### src/hbridge_cfg.svh
// constants for the h-bridge fault and sleep controller
// Overview of operation
// - overcurrent past deglitch: bridge off, fault low
// - auto re-enable after retry period elapses
// - persisting overcurrent repeats trip and retry
// - each transistor checked separately; any trips
// - ground, supply, load shorts all trip
// - overcurrent ignores sense and regulation path
// - overtemperature: bridge off, fault low, retry
// - undervoltage: all off, logic reset, fault
// - split supply: lockout follows logic supply only
// - single supply: lockout follows motor supply
// - leave lockout only above rising threshold
// - leaving sleep needs supply, input high, wake elapsed
// - active: bridge, pump, logic enabled
// - either input high active; both low sleep
// - both low for sleep delay: sleep
// - sleep holds both outputs high impedance
// - input high past wake delay wakes device
// - fault exits when its recovery condition holds
// - restart inrush blanking on every activation
`ifndef HBRIDGE_CFG_SVH
`define HBRIDGE_CFG_SVH
`define CLK_PERIOD_NS 10
`define CYC_UP(ns) (((ns) + `CLK_PERIOD_NS - 1) / `CLK_PERIOD_NS)
`define OCP_DEGLITCH_NS 1000
`define RETRY_PERIOD_NS 1000000
`define SLEEP_DELAY_NS 100000
`define WAKE_DELAY_NS 100000
`define CNT_W 24
`define CNT_ONE 24'h000001
`define CNT_ZERO 24'h000000
// synchronised input vector layout
`define SYNC_W 12
`define SY_IN_A 0
`define SY_IN_B 1
`define SY_OC_LO 2
`define SY_OC_HI 5
`define SY_HOT 6
`define SY_COOL 7
`define SY_LOG_LOW 8
`define SY_LOG_OK 9
`define SY_MOT_LOW 10
`define SY_MOT_OK 11
// gate vector bit positions
`define G_HS_A 0
`define G_LS_A 1
`define G_HS_B 2
`define G_LS_B 3
`define GATES_OFF 4'h0
`endif

### src/hbridge_pkg.sv
// types for the h-bridge fault and sleep controller
package hbridge_pkg;
	typedef enum logic [1:0] {uvlo_st, sleep_st, active_st, fault_st} mode_type;
endpackage

### src/pin_sync3.sv
// three-stage synchroniser that accepts a change once stages two and three agree
`timescale 1ns/10ps
module pin_sync3 #(
	parameter int WIDTH = 1
) (
	input wire logic core_clk_in,
	input wire logic reset_in,
	input wire logic [WIDTH-1:0] async_in,
	output logic [WIDTH-1:0] stable_out
);
	logic [WIDTH-1:0] s1_reg;
	logic [WIDTH-1:0] s2_reg;
	logic [WIDTH-1:0] s3_reg;
	logic [WIDTH-1:0] stable_reg;
	genvar i;
	always_ff @(posedge core_clk_in) begin
		if (reset_in) begin
			s1_reg <= '0;
			s2_reg <= '0;
			s3_reg <= '0;
		end else begin
			s1_reg <= async_in;
			s2_reg <= s1_reg;
			s3_reg <= s2_reg;
		end
	end
	generate
		for (i = 0; i < WIDTH; i++) begin : g_bit
			always_ff @(posedge core_clk_in) begin
				if (reset_in) begin
					stable_reg[i] <= 1'b0;
				end else if (s2_reg[i] == s3_reg[i]) begin
					stable_reg[i] <= s3_reg[i];
				end
			end
		end
	endgenerate
	assign stable_out = stable_reg;
endmodule

### src/hbridge_fault_sleep_control.sv
// protection and mode control for an h-bridge motor driver
`timescale 1ns/10ps
`include "hbridge_cfg.svh"
module hbridge_fault_sleep_control #(
	parameter logic [`CNT_W-1:0] RETRY_CYCLES = `CNT_W'(`CYC_UP(`RETRY_PERIOD_NS)),
	parameter logic [`CNT_W-1:0] SLEEP_CYCLES = `CNT_W'(`CYC_UP(`SLEEP_DELAY_NS)),
	parameter logic [`CNT_W-1:0] WAKE_CYCLES = `CNT_W'(`CYC_UP(`WAKE_DELAY_NS))
) (
	input wire logic core_clk_in,
	input wire logic reset_in,
	input wire logic drive_input_a_in,
	input wire logic drive_input_b_in,
	input wire logic [3:0] overcurrent_in,
	input wire logic thermal_over_in,
	input wire logic thermal_cool_in,
	input wire logic logic_supply_low_in,
	input wire logic logic_supply_ok_in,
	input wire logic motor_supply_low_in,
	input wire logic motor_supply_ok_in,
	input wire logic split_supply_in,
	input wire logic fault_flag_n_in,
	output logic fault_flag_n_out,
	output logic fault_flag_n_oe_n_out,
	output logic [3:0] gate_on_out,
	output logic bridge_hiz_out,
	output logic charge_pump_en_out,
	output logic internal_en_out,
	output logic inrush_restart_out
);
	localparam logic [`CNT_W-1:0] OCP_CYCLES = `CNT_W'(`CYC_UP(`OCP_DEGLITCH_NS));

	hbridge_pkg::mode_type state_reg;
	hbridge_pkg::mode_type state_next;
	logic [`SYNC_W-1:0] raw_vec;
	logic [`SYNC_W-1:0] sy_vec;
	logic split_reg;
	logic cause_hot_reg;
	logic cause_hot_next;
	logic [`CNT_W-1:0] oc_cnt_reg;
	logic [`CNT_W-1:0] retry_cnt_reg;
	logic [`CNT_W-1:0] sleep_cnt_reg;
	logic [`CNT_W-1:0] wake_cnt_reg;
	logic [3:0] gate_reg;
	logic [3:0] gate_next;
	logic hiz_reg;
	logic pump_reg;
	logic internal_reg;
	logic inrush_reg;
	logic flag_oe_n_reg;
	logic [3:0] oc_hit;
	wire logic in_a;
	wire logic in_b;
	wire logic any_in;
	wire logic oc_any;
	wire logic hot;
	wire logic cool;
	wire logic uvlo_enter;
	wire logic uvlo_exit;
	wire logic oc_trip;
	wire logic retry_done;
	wire logic sleep_done;
	wire logic wake_done;
	wire logic is_active;
	wire logic is_fault;
	wire logic is_sleep;
	wire logic is_uvlo;
	genvar g;

	// gate pattern for a pair of drive inputs; both high brakes on the low sides
	function automatic logic [3:0] gate_pattern(input logic a, input logic b);
		logic [3:0] p;
		p = `GATES_OFF;
		if (a && !b) begin
			p[`G_HS_A] = 1'b1;
			p[`G_LS_B] = 1'b1;
		end else if (!a && b) begin
			p[`G_HS_B] = 1'b1;
			p[`G_LS_A] = 1'b1;
		end else if (a && b) begin
			p[`G_LS_A] = 1'b1;
			p[`G_LS_B] = 1'b1;
		end
		return p;
	endfunction

	assign raw_vec = {motor_supply_ok_in, motor_supply_low_in, logic_supply_ok_in,
		logic_supply_low_in, thermal_cool_in, thermal_over_in, overcurrent_in,
		drive_input_b_in, drive_input_a_in};

	pin_sync3 #(
		.WIDTH(`SYNC_W)
	) u_sync (
		.core_clk_in(core_clk_in),
		.reset_in(reset_in),
		.async_in(raw_vec),
		.stable_out(sy_vec)
	);

	// supply variant strap is caught while reset is held
	always_ff @(posedge core_clk_in) begin
		if (reset_in) begin
			split_reg <= split_supply_in;
		end
	end

	assign in_a = sy_vec[`SY_IN_A];
	assign in_b = sy_vec[`SY_IN_B];
	assign any_in = in_a | in_b;
	assign hot = sy_vec[`SY_HOT];
	assign cool = sy_vec[`SY_COOL];

	// limit flags come straight from the per-transistor comparators, not from sensing
	generate
		for (g = 0; g < 4; g++) begin : g_oc
			assign oc_hit[g] = sy_vec[`SY_OC_LO + g];
		end
	endgenerate
	assign oc_any = |oc_hit;

	// split supply watches only the logic rail so the motor rail may collapse
	assign uvlo_enter = split_reg ? sy_vec[`SY_LOG_LOW] : sy_vec[`SY_MOT_LOW];
	assign uvlo_exit = split_reg ? sy_vec[`SY_LOG_OK] : sy_vec[`SY_MOT_OK];

	assign is_active = (state_reg == hbridge_pkg::active_st);
	assign is_fault = (state_reg == hbridge_pkg::fault_st);
	assign is_sleep = (state_reg == hbridge_pkg::sleep_st);
	assign is_uvlo = (state_reg == hbridge_pkg::uvlo_st);

	assign oc_trip = is_active && oc_any && (oc_cnt_reg == OCP_CYCLES - `CNT_ONE);
	assign retry_done = is_fault && (retry_cnt_reg == RETRY_CYCLES - `CNT_ONE);
	assign sleep_done = is_active && !any_in && (sleep_cnt_reg == SLEEP_CYCLES - `CNT_ONE);
	assign wake_done = is_sleep && any_in && (wake_cnt_reg == WAKE_CYCLES - `CNT_ONE);

	always_comb begin
		state_next = state_reg;
		cause_hot_next = cause_hot_reg;
		case (state_reg)
			hbridge_pkg::uvlo_st: begin
				if (uvlo_exit) begin
					state_next = hbridge_pkg::sleep_st;
				end
			end
			hbridge_pkg::sleep_st: begin
				if (wake_done) begin
					state_next = hbridge_pkg::active_st;
				end
			end
			hbridge_pkg::active_st: begin
				if (hot || oc_trip) begin
					state_next = hbridge_pkg::fault_st;
					cause_hot_next = hot;
				end else if (sleep_done) begin
					state_next = hbridge_pkg::sleep_st;
				end
			end
			hbridge_pkg::fault_st: begin
				// overcurrent rechecks through the deglitch after re-enable
				if (retry_done && (!cause_hot_reg || cool)) begin
					state_next = hbridge_pkg::active_st;
				end
			end
			default: begin
				state_next = hbridge_pkg::uvlo_st;
			end
		endcase
		if (uvlo_enter) begin
			state_next = hbridge_pkg::uvlo_st;
			cause_hot_next = 1'b0;
		end
	end

	always_ff @(posedge core_clk_in) begin
		if (reset_in) begin
			state_reg <= hbridge_pkg::uvlo_st;
			cause_hot_reg <= 1'b0;
		end else begin
			state_reg <= state_next;
			cause_hot_reg <= cause_hot_next;
		end
	end

	// each timer clears the moment its condition drops
	always_ff @(posedge core_clk_in) begin
		if (reset_in || !(is_active && oc_any) || uvlo_enter) begin
			oc_cnt_reg <= `CNT_ZERO;
		end else begin
			oc_cnt_reg <= oc_cnt_reg + `CNT_ONE;
		end
	end

	// a thermal retry that finds the die still hot starts a fresh period
	always_ff @(posedge core_clk_in) begin
		if (reset_in || !is_fault || retry_done || uvlo_enter) begin
			retry_cnt_reg <= `CNT_ZERO;
		end else begin
			retry_cnt_reg <= retry_cnt_reg + `CNT_ONE;
		end
	end

	always_ff @(posedge core_clk_in) begin
		if (reset_in || !is_active || any_in || uvlo_enter) begin
			sleep_cnt_reg <= `CNT_ZERO;
		end else begin
			sleep_cnt_reg <= sleep_cnt_reg + `CNT_ONE;
		end
	end

	always_ff @(posedge core_clk_in) begin
		if (reset_in || !is_sleep || !any_in || uvlo_enter) begin
			wake_cnt_reg <= `CNT_ZERO;
		end else begin
			wake_cnt_reg <= wake_cnt_reg + `CNT_ONE;
		end
	end

	// outputs follow the next state so they line up with state_reg
	assign gate_next = (state_next == hbridge_pkg::active_st) ?
		gate_pattern(in_a, in_b) : `GATES_OFF;

	always_ff @(posedge core_clk_in) begin
		if (reset_in) begin
			gate_reg <= `GATES_OFF;
			hiz_reg <= 1'b1;
			pump_reg <= 1'b0;
			internal_reg <= 1'b0;
			inrush_reg <= 1'b0;
			flag_oe_n_reg <= 1'b0;
		end else begin
			gate_reg <= gate_next;
			hiz_reg <= (gate_next == `GATES_OFF);
			pump_reg <= (state_next == hbridge_pkg::active_st);
			internal_reg <= (state_next == hbridge_pkg::active_st) ||
				(state_next == hbridge_pkg::fault_st);
			inrush_reg <= (state_next == hbridge_pkg::active_st) && !is_active;
			flag_oe_n_reg <= !((state_next == hbridge_pkg::fault_st) ||
				(state_next == hbridge_pkg::uvlo_st));
		end
	end

	// open drain: the pin only ever pulls low, the level comes from the board
	assign fault_flag_n_out = 1'b0;
	assign fault_flag_n_oe_n_out = flag_oe_n_reg;
	assign gate_on_out = gate_reg;
	assign bridge_hiz_out = hiz_reg;
	assign charge_pump_en_out = pump_reg;
	assign internal_en_out = internal_reg;
	assign inrush_restart_out = inrush_reg;
endmodule

### config.mk
export PLATFORM = sky130hd
export DESIGN_NAME = hbridge_fault_sleep_control
export DESIGN_NICKNAME = d
export VERILOG_FILES = /design/src/hbridge_pkg.sv /design/src/pin_sync3.sv /design/src/hbridge_fault_sleep_control.sv
export VERILOG_INCLUDE_DIRS = /design/src /design/src/src
export SDC_FILE = /design/constraint.sdc
export NUM_CORES = 1
export LEC_CHECK = 0
export ABC_AREA = 1
export BUFFER_PORTS_ARGS = -buffer_cell sky130_fd_sc_hd__buf_2
export CAP_MARGIN = 25
export CORE_UTILIZATION = 40
export DETAILED_ROUTE_END_ITERATION = 8
export PLACE_DENSITY = 0.7
export SLEW_MARGIN = 40
export SYNTH_ARGS = -nofsm -noshare
export SYNTH_HDL_FRONTEND = slang
export SYNTH_SLANG_ARGS = --single-unit
### constraint.sdc
create_clock -name core_clk_in -period 2 [get_ports core_clk_in]
set_input_delay 0.4 -clock core_clk_in [delete_from_list [all_inputs] [get_ports core_clk_in]]
set_output_delay 0.4 -clock core_clk_in [all_outputs]
set_load 0.02 [all_outputs]
=== Word level (Yosys, flattened, before mapping) ===
Index checks and enable logic that the tools add are counted.

* Flip-flop bits (word level): 157
* Logic and storage cells: 113
* Output and inout bits: 10

* Reduce and logical (&&, ||, !) cells: 42
* Add/sub/neg operators: 4
* Equal/unequal tests: 21
* Bitwise gates (word level): 1
* Mux-type cells: 17

{| class="wikitable"
|+ Operators with widths
! kind !! number
|-
| $add 24x1->24 const B || 4
|-
| $eq 24x14->1 const B || 2
|-
| $eq 24x17->1 const B || 1
|-
| $eq 24x7->1 const B || 1
|-
| $logic_or 1x1->1 || 15
|-
| $mux 2 || 7
|-
| $eq 1x1->1 || 12
|-
| $logic_and 1x1->1 || 12
|-
| $logic_not 1->1 || 9
|-
| $eq 2x2->1 const B || 4
|-
| $mux 1 || 8
|-
| $pmux 2 s4 || 1
|-
| $logic_not 2->1 || 2
|-
| $logic_not 4->1 || 1
|-
| $mux 4 || 1
|-
| $reduce_or 4->1 || 1
|-
| $eq 2x1->1 const B || 1
|-
| $reduce_and 2->1 || 1
|-
| $reduce_or 2->1 || 1
|-
| $or 1x1->1 || 1
|}

=== Longest topological paths before layout ===
* Word-level depth: 11
* Mapped depth: 18
* Mapped depth without buffers: 18

=== Cells and area by module ===
From an unflattened synthesis, not the netlist that was laid out.

* Cell total of the unflattened synthesis: 1021
* Area, all modules: 7208.2 um2

{| class="wikitable"
|+ By module, submodules not included
! module !! instances !! sequential area each (um2) !! area an instance (um2) !! cells each
|-
| hbridge_fault_sleep_control || 1 || 2192.1 || 5696.7 || 859
|-
| pin_sync3 || 1 || 960.9 || 1511.4 || 162
|}

=== Worst setup path after synthesis ===
Ideal clock, no wire load.

* Path kind: register -> register
* From: register wake_cnt_reg[0]
* To: register hiz_reg (netlist: bridge_hiz_out)
* Cell stages (with the launch flop): 16
* Setup slack: 0.108 ns
* Arrival: 1.759 ns
* Library setup time: 0.132 ns
* Period minus slack after synthesis: 1.892 ns
* Required time: 1.868 ns
* Cells stage by stage: dfxtp_1 -> ha_1 -> nand3_1 -> nor2_1 -> nand3_1 -> nor2_1 -> nor2_1 -> nor2_1 -> nand2_1 -> nand2_1 -> nand2_1 -> nand2_1 -> ha_1 -> inv_1 -> nor4_1 -> a211oi_1

* Cells in the longest elaborated chain, start to end: 8

{| class="wikitable"
|+ Ends and longest elaborated chain
! element !! RTL line !! text
|-
| from (decl) || hbridge_fault_sleep_control.sv:42 || <nowiki>logic [`CNT_W-1:0] wake_cnt_reg;</nowiki>
|-
| from (signal assigned) || hbridge_fault_sleep_control.sv:210 || <nowiki>wake_cnt_reg <= `CNT_ZERO;</nowiki>
|-
| from (signal assigned) || hbridge_fault_sleep_control.sv:212 || <nowiki>wake_cnt_reg <= wake_cnt_reg + `CNT_ONE;</nowiki>
|-
| $eq 24x14->1 (no source line) || -- ||
|-
| $logic_and 1x1->1 || hbridge_fault_sleep_control.sv:132 || <nowiki>assign wake_done = is_sleep && any_in && (wake_cnt_reg == WAKE_CYCLES - `CNT_ONE);</nowiki>
|-
| $mux 2 || hbridge_fault_sleep_control.sv:144 || <nowiki>if (wake_done) begin</nowiki>
|-
| $pmux 2 s4 || hbridge_fault_sleep_control.sv:137 || <nowiki>case (state_reg)</nowiki>
|-
| $mux 2 || hbridge_fault_sleep_control.sv:166 || <nowiki>if (uvlo_enter) begin</nowiki>
|-
| $eq 2x2->1 || hbridge_fault_sleep_control.sv:217 || <nowiki>assign gate_next = (state_next == hbridge_pkg::active_st) ?</nowiki>
|-
| $mux 4 (no source line) || -- ||
|-
| $logic_not 4->1 (no source line) || -- ||
|-
| to (signal assigned) || hbridge_fault_sleep_control.sv:230 || <nowiki>hiz_reg <= (gate_next == `GATES_OFF);</nowiki>
|-
| to (decl) || hbridge_fault_sleep_control.sv:45 || <nowiki>logic hiz_reg;</nowiki>
|}

Every way passes these cells.
A chain may end at the register's enable or synchronous reset.

=== Worst setup path in the final report ===
* From: register state_reg[0]
* To: register internal_reg (netlist: internal_en_out)

* Cells in the longest elaborated chain, start to end: 9

{| class="wikitable"
|+ Ends and longest elaborated chain
! element !! RTL line !! text
|-
| from (decl) || hbridge_fault_sleep_control.sv:32 || <nowiki>hbridge_pkg::mode_type state_reg;</nowiki>
|-
| from (signal assigned) || hbridge_fault_sleep_control.sv:174 || <nowiki>state_reg <= hbridge_pkg::uvlo_st;</nowiki>
|-
| from (signal assigned) || hbridge_fault_sleep_control.sv:177 || <nowiki>state_reg <= state_next;</nowiki>
|-
| $eq 2x2->1 || hbridge_fault_sleep_control.sv:124, hbridge_fault_sleep_control.sv:137 ||
|-
| $logic_and 1x1->1, on equally long branches (2 in series) || hbridge_fault_sleep_control.sv:131, hbridge_fault_sleep_control.sv:129 ||
|-
| $mux 2 or $logic_or 1x1->1 (tied branches) || hbridge_fault_sleep_control.sv:152, hbridge_fault_sleep_control.sv:149 ||
|-
| $mux 2 || hbridge_fault_sleep_control.sv:149 || <nowiki>if (hot || oc_trip) begin</nowiki>
|-
| $pmux 2 s4 * || hbridge_fault_sleep_control.sv:137 ||
|-
| $mux 2 * || hbridge_fault_sleep_control.sv:166 ||
|-
| via state_next[0] || hbridge_fault_sleep_control.sv:33 || <nowiki>hbridge_pkg::mode_type state_next;</nowiki>
|-
| $eq 2x2->1, on equally long branches || hbridge_fault_sleep_control.sv:232, hbridge_fault_sleep_control.sv:233 ||
|-
| $logic_or 1x1->1 * || hbridge_fault_sleep_control.sv:232 || <nowiki>internal_reg <= (state_next == hbridge_pkg::active_st) ||</nowiki>
|-
| to (signal assigned) || hbridge_fault_sleep_control.sv:232 ||
|-
| to (decl) || hbridge_fault_sleep_control.sv:47 || <nowiki>logic internal_reg;</nowiki>
|}

Mark *: on every way through the listed nets, which the timed path passes. The rest lies on a longest branch.

==> metrics.cfg <==
[timing]
max_freq_mhz=513
layout_min_cycle_time_ns=1.95
finalHoldViolCount=0
setup_viol=0
slew_headroom_pct=64.5
tightestPinTransition_ns=0.532
drv_slew=0
worst_slack_ns=0.0510
post-route-period-util_pct=97.4
rsz0062_at_grt=true
skew_ns=0.0118

[global_routing]
grt_max_degree=50
grt_usage_pct=17.2
antenna_found_initial=0
overflow=0
first_global_vias=5730
grt_pass1_wl_mm=24.9

[clocking]
cts_inserted_buffers=17
clk_pin_slew_ns=0.07
tritoncts=yes
cts-root-buf=clkbuf_16
cts_sinks=157
clk_latency_ns=0.44
clk_path_buf_depth=2
htree_levels=4

[floorplan]
die_w_um=134
start_util_pct=41.5
coreArea_um2=16800
io-pin-count=26
die_h_um=134
rows=47
die-area_um2=17900

[power_and_ir_drop]
power_mw=6.59
p_per_area_nw_per_um2=747
leakagePower_nw=3.38
max-vdd-ir-drop_v=0.000637

[synthesis]
synth_cell_type_count=41
synthCells=962
avgSynthCellArea_um2=7.23
yosys_warnings=0
ys_ff_latch=157
yosysSeqAreaShare_pct=45.4
postSynthNetCount=985
netlist_area_um2=6950

[worst_hold_path]
hold_path.class=in2reg

[route]
wl_per_cell_um=11.3
drt-initial-drc-count=195
routed_wl_mm=14.8
viasPerCell=4.71
dr.pass1.iters=5
vias=6168
ant_nets=0
drc=0

[placed_design]
preCtsSetupSlack_ns=-0.166
gp_congestion=0.856
placed_cell_area_um2=7880
io_buffers=23
dpl.hpwl_mm=10.4

[final_layout]
drive_above_1_share_pct=23.1
final_cell_mix=nor2_1 (163), nand2_1 (150), dfxtp_1 (143)
fin_area_um2=8810
area_growth_pct=26.8
final_common_cell=nor2_1
n_fill_cell=1558
fin_nets=1099
antenna_cells=0

[worst_setup_path]
r2r_slack_ns=0.05
arrival_ns=2.31
crit_end=internal_en_out
r2r_cells=16
startpoint=state_reg[0]
crit_fanout=3
required_ns=2.36
regToRegStartpoint=state_reg[0]
end_kind=register
cp-start-kind=register
worst-setup-path-type=reg2reg
reg2reg_to=internal_en_out

[run]
drv_cap=0

[outcome]
status=complete, no violations

[synth_stat cells, drive strengths merged]
library cell	count	area, um2
a211oi	7	52.6
a21oi	62	310
a31oi	4	25.0
and2	1	6.26
and3	2	12.5
buf	6	32.5
clkbuf	7	27.5
conb	1	3.75
dfxtp	156	3120
edfxtp	1	30.0
ha	7	87.6
inv	154	578
nand2	168	666
nand3	36	195
nand3b	1	7.51
nand4	25	156
nor2	199	857
nor3	37	200
nor3b	7	52.6
nor4	8	56.3
o21a	2	15.0
o21ai	37	189
o21bai	1	7.51
o31ai	1	7.51
or2	10	62.6
or3	1	6.26
xnor2	6	52.6
xor2	15	131
[logic make-up (layout without fill, tap and decap cells)]
group	count (synthesis)	after routing	share of synthesized area [%]
other	1	1	0.0539
buffers and inverters	167	294	9.18
and+or+nand+nor	495	495	32.8
AOI/OAI and AO/OA	114	114	8.73
DFF	157	157	45.4
xor gates and xnor gates	21	21	2.65
adders and majority gates	7	7	1.26
[what timing repair did]
item | CTS | global route
setup endpoints to repair | 7 | 9
cloned | 0 | 0
pin swaps | 5 | 16
hold buffers | 0 | 0
setup buffers | 1 | 4
resized for setup | 25 | 57
[power breakdown]
group	internal (mW)	switching, mW	total, mW
logic	0.0410	0.0703	0.111
clock network	1.81	1.49	3.29
registers	3.16	0.0160	3.18
[worst min-delay path by stage]
stage	startpoint	cells past startpoint	end
4_1_cts	split_supply_in	1	split_reg
6_report	split_supply_in	1	split_reg
5_1_grt	split_supply_in	1	split_reg
3_3_place_gp	u_sync.s1_reg[0]	2	u_sync.s2_reg[0]
2_1_floorplan	u_sync.s1_reg[0]	2	u_sync.s2_reg[0]
3_5_place_dp	u_sync.s1_reg[11]	2	u_sync.s2_reg[11]
[through the flow]
step / setup TNS (ns) / std cells / hold WS [ns] / utilization (%)
2_1_floorplan: 0 / 962 / 0.388 / -
3_3_place_gp: -0.204 / 1272 / 0.389 / 47.0
4_1_cts: 0 / 1305 / 0.128 / 51.2
5_1_grt: -0.706 / 1309 / 0.127 / 52.6
6_report: 0 / 1309 / 0.136 / 52.6
3_5_place_dp: -0.483 / 1272 / 0.392 / 47.0
[worst max-delay path, cell delays in order, from the launching register on]
cell and delay [ns]:
dfxtp_2 0.33, inv_2 0.07, nand2_2 0.07, inv_1 0.09, nand2_1 0.13, nor2_2 0.15
nand2_1 0.09, nand2_1 0.06, nor2_1 0.04, nand2_1 0.06, nand2_1 0.06, buf_4 0.13
buf_4 0.12, a21oi_1 0.13, ha_2 0.21, nor2_4 0.04, nor2_2 0.10
[routing by layer]
metal  wire length [um]  track usage (%)
met5                  0                0
met4                273             7.26
met3                358             3.36
met2               6890             28.2
met1               7320             22.1
[area by class of cell]
class | instances | area, um2 | share of cell area [%]
tap | 220 | 275 | 3.12
sequential | 157 | 3170 | 36.0
clock inverter | 15 | 191 | 2.17
inverter | 154 | 583 | 6.62
multi-input combinational | 638 | 3410 | 38.7
clock buffer | 17 | 425 | 4.83
timing repair buffer | 108 | 757 | 8.59
(Power assumes the default switching activity.)
